==> src/verilog/kbc_cfg.svh <==
// Offsets, field positions, reset values and command codes of the host port.
`ifndef KBC_CFG_SVH
`define KBC_CFG_SVH
`define KBC_DATA_PORT 8'h60
`define KBC_CMD_PORT 8'h64
`define KBC_CFG_RAM_LOC 8'h20
`define KBC_CFG_RESET 8'h00
`define KBC_CFG_RSVD_MASK 8'h7f
`define ST_OBF 0
`define ST_IBF 1
`define ST_SYSF 2
`define ST_CMDF 3
`define ST_UNLOCK 4
`define ST_MOBF 5
`define ST_TMO 6
`define ST_PERR 7
`define CF_KIRQ 0
`define CF_MIRQ 1
`define CF_SYSF 2
`define CF_LOCKOVR 3
`define CF_KDIS 4
`define CF_MDIS 5
`define CF_XLATE 6
`define CMD_RD_CFG 8'h20
`define CMD_WR_CFG 8'h60
`define CMD_MSE_DIS 8'ha7
`define CMD_MSE_EN 8'ha8
`define CMD_SELFTEST 8'haa
`define CMD_KBD_DIS 8'had
`define CMD_KBD_EN 8'hae
`define CMD_WR_KOB 8'hd2
`define CMD_WR_MOB 8'hd3
`define RSP_SELFTEST_OK 8'h55
`define BREAK_PREFIX 8'hf0
`define BREAK_BIT 7
`endif

==> src/verilog/kbc_pkg.sv <==
// Types shared by the keyboard and pointer host port.
package kbc_pkg;
  typedef enum logic [1:0] {
    EN_IDLE = 2'b00,
    EN_CFG_WR = 2'b01,
    EN_KOB_WR = 2'b10,
    EN_MOB_WR = 2'b11
  } engine_state_t;
endpackage

==> src/verilog/host_pair_buf.sv <==
// Small FIFO between the serial receivers and the output buffer.
`timescale 1ns/1ns
module host_pair_buf #(
  parameter int W = 10,
  parameter int DEPTH = 2
) (
  input wire logic ref_clk_in,
  input wire logic rst_b_in,
  input wire logic [W-1:0] in_data_in,
  input wire logic in_valid_in,
  output logic in_ready_out,
  output logic [W-1:0] out_data_out,
  output logic out_valid_out,
  input wire logic out_ready_in
);
  localparam int AW = (DEPTH > 1) ? $clog2(DEPTH) : 1;

  // Pointers wrap naturally only for a power-of-two depth.
  if (DEPTH < 2 || (DEPTH & (DEPTH - 1)) != 0 || W < 1) begin : g_bad_depth
    $error("host_pair_buf needs DEPTH a power of two of at least 2");
  end

  logic [W-1:0] mem [DEPTH];
  logic [AW-1:0] wr_ptr_r;
  logic [AW-1:0] rd_ptr_r;
  logic [AW:0] count_r;
  logic push;
  logic pop;

  // Handshakes: full and empty come straight from the occupancy count.
  assign in_ready_out = (count_r != (AW+1)'(DEPTH));
  assign out_valid_out = (count_r != '0);
  assign push = in_valid_in & in_ready_out;
  assign pop = out_valid_out & out_ready_in;
  assign out_data_out = mem[rd_ptr_r];

  // Storage is written only on an accepted push.
  always_ff @(posedge ref_clk_in) begin
    if (push) begin
      mem[wr_ptr_r] <= in_data_in;
    end
  end

  // Pointer and occupancy bookkeeping.
  always_ff @(posedge ref_clk_in) begin
    if (!rst_b_in) begin
      wr_ptr_r <= '0;
      rd_ptr_r <= '0;
      count_r <= '0;
    end else begin
      if (push) begin
        wr_ptr_r <= wr_ptr_r + 1'b1;
      end
      if (pop) begin
        rd_ptr_r <= rd_ptr_r + 1'b1;
      end
      if (push && !pop) begin
        count_r <= count_r + 1'b1;
      end else if (pop && !push) begin
        count_r <= count_r - 1'b1;
      end
    end
  end
endmodule

==> src/verilog/scan_xlate.sv <==
// Folds the break prefix of received scan codes into the legacy form.
`timescale 1ns/1ns
`include "kbc_cfg.svh"
module scan_xlate (
  input wire logic ref_clk_in,
  input wire logic rst_b_in,
  input wire logic enable_in,
  input wire logic take_in,
  input wire logic [7:0] code_in,
  output logic [7:0] code_out,
  output logic swallow_out
);
  logic brk_pend_r;

  // A prefix byte is eaten; the following code gets its release bit set.
  assign swallow_out = enable_in & (code_in == `BREAK_PREFIX);
  always_comb begin
    code_out = code_in;
    if (enable_in && brk_pend_r) begin
      code_out[`BREAK_BIT] = 1'b1;
    end
  end

  // Remembers a seen prefix until the next keyboard byte is taken.
  always_ff @(posedge ref_clk_in) begin
    if (!rst_b_in) begin
      brk_pend_r <= 1'b0;
    end else if (take_in) begin
      brk_pend_r <= swallow_out;
    end
  end
endmodule

==> src/verilog/kbd_mouse_host_port.sv <==
// Host-facing register port of the keyboard and pointer controller.
// Operation
// Status byte read at port 64H.
// Data at 60H, commands at 64H, one buffer.
// Status bit 3 marks command byte pending.
// Port 60H read returns output buffer.
// Status bit 1 input full, cleared when consumed.
// Status bit 0 output full, read clears.
// Status bit 5 marks pointer data.
// Status bit 7 keyboard parity error.
// Keyboard sends bytes with odd parity.
// Status bit 6 keyboard timeout.
// Status bit 4 low when locked; refuse codes.
// Status bit 2 mirrors system flag.
// Config byte lives at RAM 20H.
// Host writes config bit 7 as zero.
// Config bit 6 enables code translation.
// Config bit 5 disables pointer interface.
// Config bit 4 disables keyboard, clock low.
// Config bit 3 overrides lock switch.
// Config bit 1 enables pointer interrupt.
// Config bit 0 enables keyboard interrupt.
// Keyboard sends press, repeat, release codes.
// Commands at 64H, their data at 60H.
// Command 60H stores next data as config.
// Command 20H copies config to output.
// Output load sets full, pointer flag if mouse.
`timescale 1ns/1ns
`include "kbc_cfg.svh"
module kbd_mouse_host_port (
  input wire logic ref_clk_in,
  input wire logic rst_b_in,
  input wire logic [7:0] io_addr_in,
  input wire logic io_rd_in,
  input wire logic io_wr_in,
  input wire logic [7:0] io_wdata_in,
  output logic [7:0] io_rdata_out,
  input wire logic [7:0] kbd_byte_in,
  input wire logic kbd_parity_in,
  input wire logic kbd_valid_in,
  output logic kbd_ready_out,
  input wire logic kbd_timeout_in,
  input wire logic [7:0] mouse_byte_in,
  input wire logic mouse_valid_in,
  output logic mouse_ready_out,
  input wire logic lock_switch_input_in,
  output logic kbd_clock_line_out,
  output logic kbd_clock_line_oe_out,
  output logic keyboard_irq_line_out,
  output logic pointer_irq_line_out
);
  logic [7:0] cfg_r;
  logic [7:0] ib_r;
  logic ib_cmd_r;
  logic ibf_r;
  logic [7:0] ob_r;
  logic obf_r;
  logic ob_mouse_r;
  logic perr_r;
  logic tmo_r;
  logic lock_meta_r;
  logic lock_sync_r;
  logic reply_pend_r;
  logic [7:0] reply_r;
  logic reply_mouse_r;
  logic [7:0] rdata_r;
  kbc_pkg::engine_state_t st_r;
  logic [7:0] status;
  logic wr_data;
  logic wr_cmd;
  logic rd_status;
  logic rd_ob;
  logic take;
  logic locked;
  logic kbd_drop;
  logic kbd_push;
  logic mouse_push;
  logic kbd_good;
  logic kbd_perr;
  logic [9:0] buf_in;
  logic buf_in_valid;
  logic buf_in_ready;
  logic [9:0] buf_out;
  logic buf_out_valid;
  logic buf_out_ready;
  logic buf_pop;
  logic [7:0] xcode;
  logic xswallow;
  logic load_reply;
  logic load_buf;

  // Port decode of host strobes.
  assign wr_data = io_wr_in & (io_addr_in == `KBC_DATA_PORT);
  assign wr_cmd = io_wr_in & (io_addr_in == `KBC_CMD_PORT);
  assign rd_status = io_rd_in & (io_addr_in == `KBC_CMD_PORT);
  assign rd_ob = io_rd_in & (io_addr_in == `KBC_DATA_PORT);

  // Lock switch is a pin, so it passes two flops first.
  always_ff @(posedge ref_clk_in) begin
    if (!rst_b_in) begin
      lock_meta_r <= 1'b0;
      lock_sync_r <= 1'b0;
    end else begin
      lock_meta_r <= lock_switch_input_in;
      lock_sync_r <= lock_meta_r;
    end
  end

  // lock override
  assign locked = lock_sync_r & ~cfg_r[`CF_LOCKOVR];

  // Status byte assembly, reserved positions none.
  always_comb begin
    status = 8'h00;
    status[`ST_OBF] = obf_r;
    status[`ST_IBF] = ibf_r;
    // system flag mirror
    status[`ST_SYSF] = cfg_r[`CF_SYSF];
    status[`ST_CMDF] = ib_cmd_r;
    // lock status
    status[`ST_UNLOCK] = ~locked;
    status[`ST_MOBF] = ob_mouse_r;
    status[`ST_TMO] = tmo_r;
    status[`ST_PERR] = perr_r;
  end

  // Read data is latched on the strobe and shown the next cycle.
  always_ff @(posedge ref_clk_in) begin
    if (!rst_b_in) begin
      rdata_r <= 8'h00;
    end else if (rd_status) begin
      // status read
      rdata_r <= status;
    end else if (rd_ob) begin
      // output buffer read
      rdata_r <= ob_r;
    end
  end
  assign io_rdata_out = rdata_r;

  // single input buffer
  // command flag capture
  always_ff @(posedge ref_clk_in) begin
    if (!rst_b_in) begin
      ib_r <= 8'h00;
      ib_cmd_r <= 1'b0;
    end else if (wr_data || wr_cmd) begin
      ib_r <= io_wdata_in;
      ib_cmd_r <= wr_cmd;
    end
  end

  // The engine consumes the input buffer once no reply is waiting.
  assign take = ibf_r & ~reply_pend_r;

  // input full flag, a new write wins over consumption
  always_ff @(posedge ref_clk_in) begin
    if (!rst_b_in) begin
      ibf_r <= 1'b0;
    end else if (wr_data || wr_cmd) begin
      ibf_r <= 1'b1;
    end else if (take) begin
      ibf_r <= 1'b0;
    end
  end

  // command sequencer; a new command cancels a pending data phase.
  always_ff @(posedge ref_clk_in) begin
    if (!rst_b_in) begin
      st_r <= kbc_pkg::EN_IDLE;
    end else if (take) begin
      if (ib_cmd_r) begin
        unique case (ib_r)
          // wait for config data
          `CMD_WR_CFG: st_r <= kbc_pkg::EN_CFG_WR;
          `CMD_WR_KOB: st_r <= kbc_pkg::EN_KOB_WR;
          `CMD_WR_MOB: st_r <= kbc_pkg::EN_MOB_WR;
          default: st_r <= kbc_pkg::EN_IDLE;
        endcase
      end else begin
        st_r <= kbc_pkg::EN_IDLE;
      end
    end
  end

  // config byte held in RAM location 20H
  always_ff @(posedge ref_clk_in) begin
    if (!rst_b_in) begin
      cfg_r <= `KBC_CFG_RESET;
    end else if (take && ib_cmd_r) begin
      unique case (ib_r)
        // pointer disable commands
        `CMD_MSE_DIS: cfg_r[`CF_MDIS] <= 1'b1;
        `CMD_MSE_EN: cfg_r[`CF_MDIS] <= 1'b0;
        // keyboard disable commands
        `CMD_KBD_DIS: cfg_r[`CF_KDIS] <= 1'b1;
        `CMD_KBD_EN: cfg_r[`CF_KDIS] <= 1'b0;
        default: cfg_r <= cfg_r;
      endcase
    end else if (take && st_r == kbc_pkg::EN_CFG_WR) begin
      // store config; R14 reserved top bit kept zero
      cfg_r <= ib_r & `KBC_CFG_RSVD_MASK;
    end
  end

  // Replies from the command engine wait here for a free output buffer.
  always_ff @(posedge ref_clk_in) begin
    if (!rst_b_in) begin
      reply_pend_r <= 1'b0;
      reply_r <= 8'h00;
      reply_mouse_r <= 1'b0;
    end else if (take && ib_cmd_r && ib_r == `CMD_RD_CFG) begin
      // config byte reply
      reply_pend_r <= 1'b1;
      reply_r <= cfg_r;
      reply_mouse_r <= 1'b0;
    end else if (take && ib_cmd_r && ib_r == `CMD_SELFTEST) begin
      reply_pend_r <= 1'b1;
      reply_r <= `RSP_SELFTEST_OK;
      reply_mouse_r <= 1'b0;
    end else if (take && !ib_cmd_r && st_r == kbc_pkg::EN_KOB_WR) begin
      reply_pend_r <= 1'b1;
      reply_r <= ib_r;
      reply_mouse_r <= 1'b0;
    end else if (take && !ib_cmd_r && st_r == kbc_pkg::EN_MOB_WR) begin
      reply_pend_r <= 1'b1;
      reply_r <= ib_r;
      reply_mouse_r <= 1'b1;
    end else if (load_reply) begin
      reply_pend_r <= 1'b0;
    end
  end

  // refuse codes when locked; R17 nothing received when disabled
  assign kbd_drop = cfg_r[`CF_KDIS] | locked;
  assign kbd_push = kbd_valid_in & ~kbd_drop;
  // pointer bytes discarded while disabled
  assign mouse_push = mouse_valid_in & ~cfg_r[`CF_MDIS] & ~kbd_push;
  assign kbd_ready_out = kbd_drop | buf_in_ready;
  assign mouse_ready_out = cfg_r[`CF_MDIS] | (buf_in_ready & ~kbd_push);
  assign buf_in_valid = kbd_push | mouse_push;
  // odd parity expected from the keyboard
  assign kbd_perr = ~(^{kbd_byte_in, kbd_parity_in});
  assign buf_in = kbd_push ? {1'b0, kbd_perr, kbd_byte_in} : {1'b1, 1'b0, mouse_byte_in};
  assign kbd_good = kbd_push & buf_in_ready;

  // keyboard clock held low while disabled
  assign kbd_clock_line_out = 1'b0;
  assign kbd_clock_line_oe_out = cfg_r[`CF_KDIS];

  // parity flag; R10 timeout flag, a new timeout wins over a good byte
  always_ff @(posedge ref_clk_in) begin
    if (!rst_b_in) begin
      perr_r <= 1'b0;
      tmo_r <= 1'b0;
    end else begin
      if (kbd_good) begin
        perr_r <= kbd_perr;
      end
      if (kbd_timeout_in) begin
        tmo_r <= 1'b1;
      end else if (kbd_good) begin
        tmo_r <= 1'b0;
      end
    end
  end

  host_pair_buf #(
    .W(10),
    .DEPTH(2)
  ) u_rx_buf (
    .ref_clk_in(ref_clk_in),
    .rst_b_in(rst_b_in),
    .in_data_in(buf_in),
    .in_valid_in(buf_in_valid),
    .in_ready_out(buf_in_ready),
    .out_data_out(buf_out),
    .out_valid_out(buf_out_valid),
    .out_ready_in(buf_out_ready)
  );

  // translation only for keyboard bytes
  scan_xlate u_xlate (
    .ref_clk_in(ref_clk_in),
    .rst_b_in(rst_b_in),
    .enable_in(cfg_r[`CF_XLATE] & ~buf_out[9]),
    .take_in(buf_pop & ~buf_out[9]),
    .code_in(buf_out[7:0]),
    .code_out(xcode),
    .swallow_out(xswallow)
  );

  // Replies take the output buffer ahead of received bytes.
  assign load_reply = reply_pend_r & ~obf_r;
  assign buf_out_ready = ~obf_r & ~reply_pend_r;
  assign buf_pop = buf_out_valid & buf_out_ready;
  assign load_buf = buf_pop & ~xswallow;

  // loading sets full; a load wins over a host read
  always_ff @(posedge ref_clk_in) begin
    if (!rst_b_in) begin
      ob_r <= 8'h00;
      obf_r <= 1'b0;
      ob_mouse_r <= 1'b0;
    end else if (load_reply) begin
      ob_r <= reply_r;
      obf_r <= 1'b1;
      ob_mouse_r <= reply_mouse_r;
    end else if (load_buf) begin
      ob_r <= xcode;
      obf_r <= 1'b1;
      // pointer data flag
      ob_mouse_r <= buf_out[9];
    end else if (rd_ob) begin
      // read clears full
      obf_r <= 1'b0;
      ob_mouse_r <= 1'b0;
    end
  end

  // pointer interrupt; R20 keyboard interrupt
  assign keyboard_irq_line_out = obf_r & ~ob_mouse_r & cfg_r[`CF_KIRQ];
  assign pointer_irq_line_out = obf_r & ob_mouse_r & cfg_r[`CF_MIRQ];

  property p_status_read;
    @(posedge ref_clk_in) disable iff (!rst_b_in)
      rd_status |=> io_rdata_out == $past(status);
  endproperty
  a_status_read: assert property (p_status_read) else $error("status read wrong");

  property p_cmd_flag;
    @(posedge ref_clk_in) disable iff (!rst_b_in)
      io_wr_in && io_addr_in == `KBC_CMD_PORT |=> ib_cmd_r && ibf_r;
  endproperty
  a_cmd_flag: assert property (p_cmd_flag) else $error("command flag not set");

  property p_data_flag;
    @(posedge ref_clk_in) disable iff (!rst_b_in)
      io_wr_in && io_addr_in == `KBC_DATA_PORT |=> !ib_cmd_r ##0 ib_r == $past(io_wdata_in);
  endproperty
  a_data_flag: assert property (p_data_flag) else $error("data write not buffered");

  property p_ob_read;
    @(posedge ref_clk_in) disable iff (!rst_b_in)
      rd_ob && !load_reply && !load_buf |=> !obf_r ##0 io_rdata_out == $past(ob_r);
  endproperty
  a_ob_read: assert property (p_ob_read) else $error("output read wrong");

  property p_ibf_take;
    @(posedge ref_clk_in) disable iff (!rst_b_in)
      take && !io_wr_in |=> !ibf_r;
  endproperty
  a_ibf_take: assert property (p_ibf_take) else $error("input full not cleared");

  property p_sysflag;
    @(posedge ref_clk_in) disable iff (!rst_b_in)
      take && st_r == kbc_pkg::EN_CFG_WR && !ib_cmd_r
      |=> status[`ST_SYSF] == $past(ib_r[`CF_SYSF]) && !cfg_r[7];
  endproperty
  a_sysflag: assert property (p_sysflag) else $error("config write lost");

  property p_rd_cfg;
    @(posedge ref_clk_in) disable iff (!rst_b_in)
      take && ib_cmd_r && ib_r == `CMD_RD_CFG && !obf_r && !load_buf
      |=> ##1 obf_r && ob_r == $past(cfg_r, 2) && !ob_mouse_r;
  endproperty
  a_rd_cfg: assert property (p_rd_cfg) else $error("config reply wrong");

  property p_kbd_irq;
    @(posedge ref_clk_in) disable iff (!rst_b_in)
      load_buf && !buf_out[9] && cfg_r[`CF_KIRQ] && !take
      |=> keyboard_irq_line_out && !pointer_irq_line_out;
  endproperty
  a_kbd_irq: assert property (p_kbd_irq) else $error("keyboard irq wrong");

  property p_lock;
    @(posedge ref_clk_in) disable iff (!rst_b_in)
      lock_sync_r && !cfg_r[`CF_LOCKOVR] |-> !status[`ST_UNLOCK] && !kbd_push;
  endproperty
  a_lock: assert property (p_lock) else $error("locked codes accepted");

  property p_kdis;
    @(posedge ref_clk_in) disable iff (!rst_b_in)
      cfg_r[`CF_KDIS] |-> kbd_clock_line_oe_out && !kbd_clock_line_out && !kbd_push;
  endproperty
  a_kdis: assert property (p_kdis) else $error("keyboard not held off");

  property p_parity;
    @(posedge ref_clk_in) disable iff (!rst_b_in)
      kbd_good |=> perr_r == !$past(^{kbd_byte_in, kbd_parity_in});
  endproperty
  a_parity: assert property (p_parity) else $error("parity flag wrong");
endmodule

==> config.mk <==
export PLATFORM = sky130hd
export DESIGN_NAME = kbd_mouse_host_port
export DESIGN_NICKNAME = d
export VERILOG_FILES = /design/src/verilog/kbc_pkg.sv /design/src/verilog/host_pair_buf.sv /design/src/verilog/scan_xlate.sv /design/src/verilog/kbd_mouse_host_port.sv
export VERILOG_INCLUDE_DIRS = /design/src /design/src/verilog
export SDC_FILE = /design/constraint.sdc
export NUM_CORES = 1
export LEC_CHECK = 0
export BUFFER_PORTS_ARGS = -buffer_cell sky130_fd_sc_hd__buf_4
export CAP_MARGIN = 20
export CORE_AREA = 4 4 100 102
export CTS_CLUSTER_DIAMETER = 30
export DETAILED_ROUTE_END_ITERATION = 8
export DIE_AREA = 0 0 104 106
export PLACE_DENSITY_LB_ADDON = 0.15
export SLEW_MARGIN = 20
export SYNTH_ARGS = -nofsm -noshare
export SYNTH_HDL_FRONTEND = slang
export SYNTH_HIERARCHICAL = 1
export SYNTH_SLANG_ARGS = --single-unit
==> constraint.sdc <==
create_clock -name ref_clk_in -period 5.5 [get_ports ref_clk_in]
set_input_delay 1.1 -clock ref_clk_in [delete_from_list [all_inputs] [get_ports ref_clk_in]]
set_output_delay 1.1 -clock ref_clk_in [all_outputs]
set_load 0.01 [all_outputs]
==> metrics.md <==
| Metric | Value |
|---|---|
| Outcome | finished, final reports clean |
| Period utilization | 58.8% |
| Power density cells | 373 nW/um^2 |
| Setup CP Type | primary input to output pin |
| First-pass GRT wire length | 14,000 um |
| Setup bufs post-CTS | 0 |
| Maxcap violations | 0 |
| Relative slew slack | 37.7% |
| Final setup viols | 0 |
| DP Area | 3940 sq um |
| WL final | 8320 um |
| Fmax | 309 MHz |
| Post-DR vias/cell | 5.21 |
| Worst-skew pair later-pin latency | 350 ps |
| Syn. warnings | 6 |
| Avg Synthesized Cell Area | 9.50 sq um |
| Fin crit period | 3240 ps |
| DR iter-0 viols | 170 |
| Fin worst setup slack | 2260 ps |
| IO Port Bufs | 53 |
| Initial antenna violation count | 0 |
| CTS max path bufs | 2 |
| Initial Util | 38.7% |
| Final hold viol count | 0 |
| Final global-route overflow total | 0 |
| P_leak | 1.74 nW |
| Worst endpoint required time | 4400 ps |
| Total GRT Usage | 16.0% |
| DP HPWL | 5940 um |
| Worst Max-Slew Pin Slew | 932 ps |
| Finished Cell Area | 4200 sq um |
| Largest net degree at the start of global routing | 46 |
| Placed Instances | 512 |
| Final slew viol count | 0 |
| CP Launch Type | primary input |
| Worst Path Max Fanout | 13 |
| Clk slew on worst S/H paths | 70 ps |
| First drt pass iteration count | 4 |
| CTS Hold Bufs | 0 |
| Worst endpoint data arrival time | 2140 ps |
| Place WS | 2250 ps |
| Row count | 35 |
| Die width | 104 um |
| Antenna diodes | 0 |
| DIE HEIGHT | 106 um |
| Vias in the first global route | 2,687 |
| Antenna-violating nets left | 0 |
| WL per Instance | 15.8 um |
| Post-Layout Cell Count | 528 |
| HP Class | flop to flop |
| CTS H-Tree Depth | 3 |
| Vias | 2,753 |
| Maximum vdd drop | 0.167 mV |
| Ports | 55 |
| Clk Tree Root Cell | clkbuf_8 |
| CTS tree | yes |
| Post-route setup TNS | 0 ps |
| Core ar. | 9110 sq um |
| Total power | 0.00157 W |
| RSZ-0062 raised after global routing | no |
| Area growth, synth to finish | 19.1% |
| RD Place Congestion | 0.836 |
| Gate count after technology mapping | 371 |
| Die ar. | 11,000 sq um |
| Crit end category | output pin |
| Synth Cell Area | 3520 sq um |
| Final layout net count | 454 |
| Share of layout cells above drive strength 1 | 20.9% |
| Post-CTS resize count | 0 |
| Clock sink count | 75 |
| DRC viols | 0 |
| CTS buffer count | 9 |
| Syn nets | 413 |
| Clock Skew | 8.52 ps |
per-layer routing:
layer	share of wire, %	vias to the layer above	GRT usage, %
met2	42	85	23.1
met4	1.9	0	6.65
met5	0	-	0
li1	-	1392	-
met1	50	1262	22.8
met3	5.2	14	3.76
power by group:
part           switching (W)  internal [W]  total (W)
Clock               0.000202      0.000345   0.000546
Combinational       0.000162      0.000161   0.000324
Sequential         0.0000520      0.000644   0.000696
Total               0.000416       0.00115    0.00157
critical path, stage by stage:
cell and delay [ps]:
buf_4 70, and2_1 360, inv_1 270, nand2_1 120, nand2_1 60, buf_4 140
path summary, 6_finish.rpt:
| path | startpoint | endpoint | slack (ps) | cells after the start |
|---|---|---|---|---|
| setup reg to reg | flop | ob_r[2]$_SDFFE_PN0P_ | 2860 | 9 |
| hold / removal | lock_meta_r$_SDFF_PN0_ | lock_sync_r$_SDFF_PN0_ | 430 | 1 |
| hold reg to reg | lock_meta_r$_SDFF_PN0_ | lock_sync_r$_SDFF_PN0_ | 430 | 1 |
| setup / recovery | kbd_valid_in | mouse_ready_out | 2260 | 6 |
state kept, by name (all words and copies together), names as in the netlist, 2 cells and up, named ones only:
name and cells:
ob_r 8, st_r 2, ib_r 8, reply_r 8, cfg_r 7, u_rx_buf/count_r 2
io_rdata_out 8, u_rx_buf/mem 18
cell usage in the layout (no fill, tap or decap), types with 3 or more instances in the layout:
cell       instances
dfxtp_1           57
and2_1             8
clkbuf_8           9
a21oi_1           17
mux2_2             9
nand2_1           41
buf_4             53
nor2_1            52
or3_1              4
o311a_1            3
o22ai_1            4
bufinv_16          4
mux2i_1           30
nand2b_1           4
a31oi_1            3
and3_1             3
nor3_1             7
o21ai_0            6
nand3_1            7
edfxtp_1          18
xor2_1             3
nand3b_1           5
xnor2_1            8
nor2b_1            5
inv_1              5
a211oi_1           9
final cells by class:
cell class | count | area, sq um
clock buffer | 10 | 128
clock inverter | 6 | 128
fill | 860 | 4910
inverter | 6 | 22.5
multi-input combinational | 267 | 1700
sequential | 75 | 1680
tap | 111 | 139
timing repair buffer | 53 | 398
stage by stage:
stage / hold WS [ps] / utilization, %
final: 433 / 46.1
after global routing: 450 / 46.1
after CTS: 435 / 46.1
after detailed placement: 417 / 43.3
after global placement: 414 / 43.3
after floorplan: 412 / -
No activity file was read; power rests on OpenSTA's default activity.
